<file path="config.mk">
export PLATFORM = sky130hd
export DESIGN_NAME = bpc_config_capture
export DESIGN_NICKNAME = d
export VERILOG_FILES = /design/src/hw/bpc_pkg.sv /design/src/hw/bpc_pulse_stretch.sv /design/src/hw/bpc_config_capture.sv
export SDC_FILE = /design/constraint.sdc
export NUM_CORES = 1
export LEC_CHECK = 0
export BUFFER_PORTS_ARGS = -buffer_cell sky130_fd_sc_hd__buf_2
export CAP_MARGIN = 25
export CELL_PAD_IN_SITES_DETAIL_PLACEMENT = 1
export CELL_PAD_IN_SITES_GLOBAL_PLACEMENT = 2
export CORE_ASPECT_RATIO = 0.75
export CORE_UTILIZATION = 32
export DETAILED_ROUTE_END_ITERATION = 7
export PLACE_DENSITY = 0.73
export SYNTH_ARGS = -nofsm -noshare
export SYNTH_HDL_FRONTEND = slang
export SYNTH_SLANG_ARGS = --single-unit
</file>
<file path="constraint.sdc">
create_clock -name hclk -period 2.15 [get_ports hclk]
set_clock_uncertainty 0.2 [all_clocks]
set_input_delay 0.43 -clock hclk [delete_from_list [all_inputs] [get_ports hclk]]
set_output_delay 0.43 -clock hclk [all_outputs]
set_load 0.005 [all_outputs]
</file>
<file path="src/hw/bpc_pkg.sv">
// Package with register map, field layout, timing and types of the block.
package bpc_pkg;

    ////////////////////////////////////////////////////////////////////////
    // Register offsets.
    localparam logic [31:0] BPC_CTRL_OFS = 32'h0000_0000;
    localparam logic [31:0] BPC_CONFIG_OFS = 32'h0000_0004;
    localparam logic [31:0] BPC_IRQ_STAT_OFS = 32'h0000_0008;
    localparam logic [31:0] BPC_IRQ_MASK_OFS = 32'h0000_000c;
    localparam logic [31:0] BPC_LIVE_OFS = 32'h0000_0010;

    ////////////////////////////////////////////////////////////////////////
    // Field positions.
    localparam int BPC_CTRL_IDLE_BIT = 0;
    localparam int BPC_CFG_TA_LSB = 0;
    localparam int BPC_CFG_BA_LSB = 8;
    localparam int BPC_CFG_RED_BIT = 11;
    localparam int BPC_CFG_DUAL_BIT = 12;
    localparam int BPC_CFG_QUIET_BIT = 13;
    localparam int BPC_CFG_VALID_BIT = 14;
    localparam int BPC_LIVE_TA_LSB = 0;
    localparam int BPC_LIVE_SW_LSB = 8;
    localparam int BPC_LIVE_JMP_BIT = 16;
    localparam int BPC_IRQ_TEL_BIT = 0;
    localparam int BPC_IRQ_QUIET_BIT = 1;
    localparam int BPC_IRQ_RESUME_BIT = 2;
    localparam int BPC_IRQ_BADTA_BIT = 3;
    localparam int BPC_SW_RED_IDX = 4;
    localparam int BPC_SW_SAVE_IDX = 7;

    ////////////////////////////////////////////////////////////////////////
    // Reset values and limits.
    localparam logic [7:0] BPC_TA_RESET = 8'h5a;
    localparam logic [7:0] BPC_TA_MAX = 8'h63;
    localparam logic [3:0] BPC_IRQ_MASK_RESET = 4'h0;

    ////////////////////////////////////////////////////////////////////////
    // Timing.
    localparam int BPC_CLK_NS = 100;
    localparam int BPC_STRETCH_US = 20;
    localparam logic [15:0] BPC_STRETCH_CYCLES =
        16'((BPC_STRETCH_US * 1000) / BPC_CLK_NS);
    localparam int BPC_BLINK_MS = 250;
    localparam int BPC_BLINK_CYCLES = (BPC_BLINK_MS * 1000000) / BPC_CLK_NS;

    ////////////////////////////////////////////////////////////////////////
    // Types.
    typedef enum logic [3:0] {
        BPC_RUN = 4'b0001,
        BPC_WAIT_ON = 4'b0010,
        BPC_WAIT_OFF = 4'b0100,
        BPC_WAIT_REON = 4'b1000
    } bpc_mode_e;

    typedef struct packed {
        logic [7:0] station;
        logic dual;
        logic [2:0] bus_addr;
        logic redund;
    } bpc_cfg_s;

    typedef struct packed {
        logic fault;
        logic data;
        logic master;
        logic busy;
        logic bus_a;
        logic bus_b;
    } bpc_led_s;

    typedef struct packed {
        logic [15:0] cnt;
    } bpc_stretch_s;

endpackage : bpc_pkg

</file>
<file path="src/hw/bpc_pulse_stretch.sv">
// Pulse stretcher that keeps an indicator lit long enough to be seen.
`timescale 1ns/10ps
`default_nettype none
module bpc_pulse_stretch
    import bpc_pkg::*;
#(
    parameter logic [15:0] LEN = BPC_STRETCH_CYCLES
) (
    // Clock and reset.
    input wire logic hclk,
    input wire logic hresetn,
    // Trigger and stretched level.
    input wire logic trig,
    output logic stretched
);

    bpc_stretch_s st_reg;
    bpc_stretch_s st_next;

    ////////////////////////////////////////////////////////////////////////
    always_comb begin
        st_next = st_reg;
        if (trig) begin
            st_next.cnt = LEN;
        end else if (st_reg.cnt != 16'h0000) begin
            st_next.cnt = st_reg.cnt - 16'h0001;
        end
    end

    always_ff @(posedge hclk or negedge hresetn) begin
        if (!hresetn) begin
            st_reg <= '0;
        end else begin
            st_reg <= st_next;
        end
    end

    assign stretched = (st_reg.cnt != 16'h0000);

    ////////////////////////////////////////////////////////////////////////
    property p_stretch_hold;
        @(posedge hclk) disable iff (!hresetn)
        trig |=> stretched [*2];
    endproperty
    a_stretch_hold: assert property (p_stretch_hold)
        else $error("Stretched pulse too short.");

    property p_stretch_end;
        @(posedge hclk) disable iff (!hresetn)
        (!trig && st_reg.cnt == 16'h0001) |=> !stretched;
    endproperty
    a_stretch_end: assert property (p_stretch_end)
        else $error("Stretched pulse too long.");

endmodule : bpc_pulse_stretch
`default_nettype wire

</file>
<file path="src/hw/bpc_config_capture.sv">
// Switch capture, idle and save sequence, indicators and AHB-Lite registers.
// Behaviour
// - Station address read from eight-bit switch bank.
// - Station address defaults ninety; valid range 0-99, except station 0 with bus address 0.
// - Bus address from switches 1-3, off reads one.
// - Switch 5 on selects redundant remote bus.
// - Changed bus or redundancy switches enter idle.
// - Save on-off-on loads settings, resumes normal operation.
// - Jumper open answers stations N and N+1.
// - Second station address raises no host interrupt.
// - Fault indicator steady during sequencer abort, also lit for a stretched time after each sequencer fault pulse.
// - Active bus indicator steady, passive one flashes.
// - Master indicator lit while holding bus master.
// - Data indicator pulses with local-bus transfers.
// - Busy indicator lights during processor read cycles.
`timescale 1ns/10ps
`default_nettype none
module bpc_config_capture
    import bpc_pkg::*;
#(
    parameter int unsigned BLINK_CYCLES = BPC_BLINK_CYCLES
) (
    // Clock and reset.
    input wire logic hclk,
    input wire logic hresetn,
    // AHB-Lite slave.
    input wire logic hsel,
    input wire logic [31:0] haddr,
    input wire logic [1:0] htrans,
    input wire logic hwrite,
    input wire logic [2:0] hsize,
    input wire logic hready,
    input wire logic [31:0] hwdata,
    output logic [31:0] hrdata,
    output logic hreadyout,
    output logic hresp,
    // Operator switches and jumper.
    input wire logic [7:0] station_address_switch_bank,
    input wire logic address_mode_jumper,
    input wire logic [7:0] front_switch_on,
    // Incoming telegram addresses.
    input wire logic telegram_valid,
    input wire logic [2:0] telegram_bus_addr,
    input wire logic [7:0] telegram_station,
    // Bus interface logic status.
    input wire logic seq_abort,
    input wire logic seq_fault_pulse,
    input wire logic active_bus_b,
    input wire logic master_status,
    input wire logic data_xfer_pulse,
    input wire logic cpu_read_cycle,
    // Configuration and matches.
    output bpc_cfg_s cfg,
    output logic quiet,
    output logic hit_primary,
    output logic hit_secondary,
    // Indicators and interrupt.
    output bpc_led_s led,
    output logic irq
);

    typedef struct packed {
        bpc_mode_e mode;
        logic captured;
        bpc_cfg_s cfg;
        logic st_valid;
        logic force_idle;
        logic [3:0] irq_stat;
        logic [3:0] irq_mask;
        logic dph;
        logic dwr;
        logic [31:0] daddr;
        logic [31:0] rdata;
        logic hit_p;
        logic hit_s;
        logic [31:0] blink_cnt;
        logic blink;
        bpc_led_s led;
    } bpc_top_s;

    bpc_top_s st_reg;
    bpc_top_s st_next;
    logic [2:0] live_ba;
    logic live_red;
    logic save_on;
    logic take;
    logic fault_str;
    logic data_str;
    logic busy_str;

    ////////////////////////////////////////////////////////////////////////
    // Indicator stretchers.
    bpc_pulse_stretch #(.LEN(BPC_STRETCH_CYCLES)) u_fault_str (
        .hclk(hclk),
        .hresetn(hresetn),
        .trig(seq_fault_pulse),
        .stretched(fault_str)
    );

    bpc_pulse_stretch #(.LEN(BPC_STRETCH_CYCLES)) u_data_str (
        .hclk(hclk),
        .hresetn(hresetn),
        .trig(data_xfer_pulse),
        .stretched(data_str)
    );

    bpc_pulse_stretch #(.LEN(BPC_STRETCH_CYCLES)) u_busy_str (
        .hclk(hclk),
        .hresetn(hresetn),
        .trig(cpu_read_cycle),
        .stretched(busy_str)
    );

    ////////////////////////////////////////////////////////////////////////
    // Live switch decode.
    assign live_ba = ~front_switch_on[2:0];
    assign live_red = front_switch_on[BPC_SW_RED_IDX];
    assign save_on = front_switch_on[BPC_SW_SAVE_IDX];
    assign take = hsel && hready && htrans[1];

    ////////////////////////////////////////////////////////////////////////
    // Next state.
    always_comb begin
        logic [31:0] rd;
        logic [3:0] set;
        logic [3:0] clr;
        rd = 32'h0000_0000;
        set = 4'h0;
        clr = 4'h0;
        st_next = st_reg;

        // Register read data, captured in the address phase.
        case (haddr)
            BPC_CTRL_OFS: begin
                rd[BPC_CTRL_IDLE_BIT] = st_reg.force_idle;
            end
            BPC_CONFIG_OFS: begin
                rd[BPC_CFG_TA_LSB +: 8] = st_reg.cfg.station;
                rd[BPC_CFG_BA_LSB +: 3] = st_reg.cfg.bus_addr;
                rd[BPC_CFG_RED_BIT] = st_reg.cfg.redund;
                rd[BPC_CFG_DUAL_BIT] = st_reg.cfg.dual;
                rd[BPC_CFG_QUIET_BIT] = (st_reg.mode != BPC_RUN);
                rd[BPC_CFG_VALID_BIT] = st_reg.st_valid;
            end
            BPC_IRQ_STAT_OFS: begin
                rd[3:0] = st_reg.irq_stat;
            end
            BPC_IRQ_MASK_OFS: begin
                rd[3:0] = st_reg.irq_mask;
            end
            BPC_LIVE_OFS: begin
                rd[BPC_LIVE_TA_LSB +: 8] = station_address_switch_bank;
                rd[BPC_LIVE_SW_LSB +: 8] = front_switch_on;
                rd[BPC_LIVE_JMP_BIT] = address_mode_jumper;
            end
            default: begin
                rd = 32'h0000_0000;
            end
        endcase

        st_next.dph = take;
        if (take) begin
            st_next.dwr = hwrite;
            st_next.daddr = haddr;
            if (!hwrite) begin
                st_next.rdata = rd;
                if (haddr == BPC_IRQ_STAT_OFS) begin
                    clr = 4'hf;
                end
            end
        end

        // Writes land in the data phase.
        if (st_reg.dph && st_reg.dwr) begin
            case (st_reg.daddr)
                BPC_CTRL_OFS: begin
                    st_next.force_idle = hwdata[BPC_CTRL_IDLE_BIT];
                end
                BPC_IRQ_MASK_OFS: begin
                    st_next.irq_mask = hwdata[3:0];
                end
                default: begin
                    st_next.force_idle = st_reg.force_idle;
                end
            endcase
        end

        // One-time capture after reset release.
        if (!st_reg.captured) begin
            st_next.captured = 1'b1;
            st_next.cfg.station = station_address_switch_bank;
            st_next.cfg.dual = ~address_mode_jumper;
            st_next.cfg.bus_addr = live_ba;
            st_next.cfg.redund = live_red;
            st_next.st_valid = (station_address_switch_bank <= BPC_TA_MAX)
                && !(station_address_switch_bank == 8'h00
                && live_ba == 3'h0);
            set[BPC_IRQ_BADTA_BIT] = !st_next.st_valid;
        end

        // Idle and save sequence.
        case (st_reg.mode)
            BPC_RUN: begin
                if (st_reg.captured && (live_ba != st_reg.cfg.bus_addr
                    || live_red != st_reg.cfg.redund
                    || st_reg.force_idle)) begin
                    st_next.mode = BPC_WAIT_ON;
                    set[BPC_IRQ_QUIET_BIT] = 1'b1;
                end
            end
            BPC_WAIT_ON: begin
                if (save_on) begin
                    st_next.mode = BPC_WAIT_OFF;
                end
            end
            BPC_WAIT_OFF: begin
                if (!save_on) begin
                    st_next.mode = BPC_WAIT_REON;
                end
            end
            BPC_WAIT_REON: begin
                if (save_on) begin
                    st_next.mode = BPC_RUN;
                    st_next.cfg.bus_addr = live_ba;
                    st_next.cfg.redund = live_red;
                    st_next.st_valid = (st_reg.cfg.station <= BPC_TA_MAX)
                        && !(st_reg.cfg.station == 8'h00
                        && live_ba == 3'h0);
                    set[BPC_IRQ_RESUME_BIT] = 1'b1;
                    set[BPC_IRQ_BADTA_BIT] = !st_next.st_valid;
                end
            end
            default: begin
                st_next.mode = BPC_RUN;
            end
        endcase

        // Telegram address match, only in normal operation.
        st_next.hit_p = telegram_valid && st_reg.captured
            && st_reg.mode == BPC_RUN
            && telegram_bus_addr == st_reg.cfg.bus_addr
            && telegram_station == st_reg.cfg.station;
        st_next.hit_s = telegram_valid && st_reg.captured
            && st_reg.mode == BPC_RUN && st_reg.cfg.dual
            && telegram_bus_addr == st_reg.cfg.bus_addr
            && telegram_station == 8'(st_reg.cfg.station + 8'h01);
        set[BPC_IRQ_TEL_BIT] = st_next.hit_p;

        // Sticky status: a new event wins over a read clear.
        st_next.irq_stat = (st_reg.irq_stat & ~clr) | set;

        // Flash timebase for the passive bus indicator.
        if (st_reg.blink_cnt >= 32'(BLINK_CYCLES - 1)) begin
            st_next.blink_cnt = 32'h0000_0000;
            st_next.blink = ~st_reg.blink;
        end else begin
            st_next.blink_cnt = st_reg.blink_cnt + 32'h0000_0001;
        end

        // Indicators.
        st_next.led.fault = seq_abort || fault_str;
        st_next.led.data = data_str;
        st_next.led.master = master_status;
        st_next.led.busy = busy_str;
        st_next.led.bus_a = active_bus_b ? st_reg.blink : 1'b1;
        st_next.led.bus_b = active_bus_b ? 1'b1 : st_reg.blink;
    end

    always_ff @(posedge hclk or negedge hresetn) begin
        if (!hresetn) begin
            st_reg <= '0;
            st_reg.mode <= BPC_RUN;
            st_reg.cfg.station <= BPC_TA_RESET;
            st_reg.irq_mask <= BPC_IRQ_MASK_RESET;
        end else begin
            st_reg <= st_next;
        end
    end

    ////////////////////////////////////////////////////////////////////////
    // Outputs.
    assign hrdata = st_reg.rdata;
    assign hreadyout = 1'b1;
    assign hresp = 1'b0;
    assign cfg = st_reg.cfg;
    assign quiet = (st_reg.mode != BPC_RUN);
    assign hit_primary = st_reg.hit_p;
    assign hit_secondary = st_reg.hit_s;
    assign led = st_reg.led;
    assign irq = |(st_reg.irq_stat & st_reg.irq_mask);

    ////////////////////////////////////////////////////////////////////////
    // Checks.
    property p_idle_entry;
        @(posedge hclk) disable iff (!hresetn)
        (st_reg.mode == BPC_RUN && st_reg.captured
            && live_ba != st_reg.cfg.bus_addr)
        |=> st_reg.mode == BPC_WAIT_ON && st_reg.irq_stat[1];
    endproperty
    a_idle_entry: assert property (p_idle_entry)
        else $error("Bus address change did not enter idle.");

    property p_save_commit;
        @(posedge hclk) disable iff (!hresetn)
        (st_reg.mode == BPC_WAIT_REON && save_on)
        |=> st_reg.mode == BPC_RUN
            && st_reg.cfg.bus_addr == $past(live_ba)
            && st_reg.cfg.redund == $past(live_red);
    endproperty
    a_save_commit: assert property (p_save_commit)
        else $error("Save sequence did not load settings.");

    property p_capture;
        @(posedge hclk) disable iff (!hresetn)
        !st_reg.captured |=> st_reg.captured
            && st_reg.cfg.station == $past(station_address_switch_bank)
            && st_reg.cfg.dual == !$past(address_mode_jumper)
            && st_reg.cfg.bus_addr == ~$past(front_switch_on[2:0]);
    endproperty
    a_capture: assert property (p_capture)
        else $error("Reset capture wrong.");

    property p_station_held;
        @(posedge hclk) disable iff (!hresetn)
        st_reg.captured |=> $stable(st_reg.cfg.station)
            && $stable(st_reg.cfg.dual);
    endproperty
    a_station_held: assert property (p_station_held)
        else $error("Station address changed after capture.");

    property p_no_second;
        @(posedge hclk) disable iff (!hresetn)
        !st_reg.cfg.dual |-> !hit_secondary;
    endproperty
    a_no_second: assert property (p_no_second)
        else $error("Second station answered in single mode.");

    property p_tel_irq;
        @(posedge hclk) disable iff (!hresetn)
        $rose(st_reg.irq_stat[0]) |-> hit_primary;
    endproperty
    a_tel_irq: assert property (p_tel_irq)
        else $error("Telegram status set without primary hit.");

    property p_fault_led;
        @(posedge hclk) disable iff (!hresetn)
        seq_abort |=> led.fault;
    endproperty
    a_fault_led: assert property (p_fault_led)
        else $error("Fault indicator dark during abort.");

    property p_bus_led;
        @(posedge hclk) disable iff (!hresetn)
        !active_bus_b [*2] |=> led.bus_a;
    endproperty
    a_bus_led: assert property (p_bus_led)
        else $error("Active bus A indicator not steady.");

    property p_master_led;
        @(posedge hclk) disable iff (!hresetn)
        ##1 led.master == $past(master_status);
    endproperty
    a_master_led: assert property (p_master_led)
        else $error("Master indicator does not follow status.");

    property p_valid_range;
        @(posedge hclk) disable iff (!hresetn)
        (st_reg.captured && st_reg.cfg.station > BPC_TA_MAX)
        |-> !st_reg.st_valid;
    endproperty
    a_valid_range: assert property (p_valid_range)
        else $error("Station address above range marked valid.");

endmodule : bpc_config_capture
`default_nettype wire

</file>
==> qor.csv <==
stage,metric,value,unit
global_routing,total gr overflow,0,
critical_path,Worst path max stage delay,0.52,ns
timing,RSZ-0062 raised after global routing,true,
routing,Antenna Nets Post-Route,0,
cts,# clock sinks,168,
power,worst vdd ir,0.570,mV
timing,Fin. Hold Viols,0,
final_layout,max reg flops,82,
critical_path,CP bufs+invs,2,
final_layout,final core utilization,42.5,%
critical_path,CP required,1.52,ns
timing,Tmin final,2.30,ns
synth,Post-synth ARST share,100,%
hold_path,worst min-delay path class,input pin to flop,
cts,CTS tree,done,
routing,vias per cell,4.84,
outcome,status,finished with violations,
floorplan,CORE AREA,25900,um2
floorplan,row cnt,51,
floorplan,die area,27000,um2
power,Leak,4.80,nW
run,max cap viols,0,
cts,H-Tree Depth,4,
synth,Mapped Avg Cell Area,10.6,um2
critical_path,kind of critical path,flop to output pin,
critical_path,Setup crit end kind,output pin,
routing,Iteration-0 DRC Markers,223,
place,GPL Wtd Cong,0.764,
place,post-DP HPWL,16100,um
critical_path,most frequent cell on the critical path,buf_6,
critical_path,Top delay family on crit path,flip-flops,
power,pwr dens,734,nW/um2
synth,Post-synth EDFFs,0,
cts,clk buf depth,2,
timing,Achievable Freq,0.434,GHz
floorplan,# IOs,166,
final_layout,Final Instance Count excl. Fillers,1350,
synth,synthesized area,8440,um2
final_layout,# nets final,1110,
place,Post-DP Area,9810,um2
synth,Yosys cell types,70,
global_routing,global-route wire length before repair,36900,um
timing,relative slew slack,51.2,%
critical_path,crit path max-delay cell type,dfstp_2,
critical_path,startpoint types,flop,
synth,Synth Register Bits,168,
place,Placed Cells,1298,
global_routing,pin count of the biggest net entering global routing,39,
timing,Final WS setup,-0.154,ns
global_routing,antenna violations before repair,2,
routing,WL final,22500,um
routing,via count,6530,
floorplan,Initial Util,32.6,%
timing,setup violators final,11,
place,port bufs,116,
timing,period utilization,107,%
outcome,failing checks,setup timing,
routing,Initial DRT Pass Iterations,4,
routing,Avg WL per Cell,16.7,um
synth,Syn. warnings,0,
synth,ys flop type,dfrtp_1,
critical_path,crit-path max FO,2,
timing,worst slew pin tran,0.721,ns
timing,Slew Limit Fails,0,
critical_path,worst-path cell chain,"or4b_4, buf_6, buf_6",
cts,clock slew at reported path FFs,0.07,ns
floorplan,Die H,143,um
critical_path,Critical Path AT,1.67,ns
final_layout,Final Cell Area,11000,um2
timing,Setup TNS,-0.442,ns
final_layout,Area Growth Syn to Fin,30.3,%
cts,clock root buffer,clkbuf_16,
cts,clk_lat worst skew,0.44,ns
cts,CTS Buf Count,17,
power,power consumption,0.00808,W
floorplan,chip width,190,um
routing,DRC viols,0,
final_layout,layout cells sized above 1,38.3,%
synth,Gate Count Post-Synth,796,
global_routing,vias in the first global route,6840,
global_routing,GRT Util Overall,17.4,%
synth,"Seq/Total Area, Yosys",49.9,%
-- repair_timing --
action                                  in CTS  in global routing
hold endpoints to repair                    37                  0
hold buffers                                 4                  0
gates resized for setup                     34                 68
setup buffers                                5                 11
endpoints found under the setup margin      44                 61
gates cloned                                 2                  0
pin swaps                                   17                 38
-- final timing paths --
| check | endpoint | slack (ns) | from | cells past startpoint |
|---|---|---|---|---|
| hold / removal | cfg[1] | 0.03 | front_switch_on[0] | 2 |
| min in group asynchronous | u_busy_str.st_reg[12] | 0.28 | hresetn | 2 |
| max in group asynchronous | st_reg[131] | 0.88 | hresetn | 3 |
| setup reg to reg | st_reg[111] | -0.05 | st_reg[131] | 7 |
| setup / recovery | quiet | -0.15 | st_reg[131] | 3 |
| hold reg to reg | st_reg[6] | 0.28 | st_reg[6] | 1 |
-- power by group --
group	switching [W]	leakage (nW)	internal [W]
logic	0.000653	2.41	0.000682
clock network	0.00141	0.285	0.00174
registers	0.000193	2.11	0.00341
-- per-stage QoR --
step / worst slack [ns] / hold slack [ns]
finish: -0.154 / 0.0337
global route: -0.189 / 0.0190
CTS: -0.189 / 0.00424
detailed placement: -0.274 / 0.181
global placement: -0.204 / 0.178
floorplan: 0.0291 / -0.0656
-- routing by layer --
layer | track usage (%) | vias to the layer above | part of all wire [%] | routed length [um]
li1 | - | 3133 | - | -
met1 | 24.9 | 3272 | 50 | 11300
met2 | 26.0 | 108 | 44 | 9900
met3 | 4.47 | 15 | 4.8 | 1080
met4 | 3.99 | 2 | 0.73 | 165
met5 | 0 | - | 0.076 | 17
-- kinds of logic after synthesis --
logic type                 synth area share (%)
other                                    0.0890
DFF                                        49.9
adders and majority gates                  1.33
buffers and inverters                      6.63
and+or+nand+nor                            18.5
AOI/OAI and AO/OA                          9.10
muxes                                      7.48
xor gates and xnor gates                   6.95
-- cells in the mapped netlist, types with 5 or more instances --
cell type	instances	share of area [%]
ha_1	9	1.3
nor2_1	85	3.8
nand2_1	44	2.0
a22oi_1	17	1.5
inv_1	16	0.71
nand4_1	14	1.0
buf_2	6	0.36
o211ai_1	5	0.44
nand3_1	26	1.5
a211oi_1	7	0.62
mux2_2	51	6.8
nand2b_1	14	1.0
o21ai_0	22	1.3
nand3b_1	7	0.62
dfstp_2	5	1.6
dfrtp_1	163	48
or2_2	6	0.44
nor2b_1	6	0.44
nor4_1	26	1.9
a21oi_1	22	1.3
or3_1	5	0.37
a22o_1	6	0.62
xnor2_1	35	3.6
buf_4	53	4.7
xor2_1	32	3.3
nor3_1	19	1.1
and3_1	7	0.52
clkbuf_1	15	0.67
-- cells in the final DEF (no fill, tap or decap), types with 22 or more instances in the layout --
cell and n:
xnor2_1 33, buf_2 114, xor2_1 32, nand2_1 42, conb_1 28, dfrtp_1 163, mux2_2 46, nand3_1 24
buf_4 90, a21oi_1 22, nor2_1 68
-- cell type report --
cell class,instances,area (um2)
repair buffers,227,1550
well taps,344,430
multi-input cells,562,4160
clock inverters,15,168
inverters,16,60.1
diodes,1,2.50
flip-flops and latches,168,4210
clock buffers,17,425
fillers,2887,14900
No activity file was read; power rests on OpenSTA's default activity.
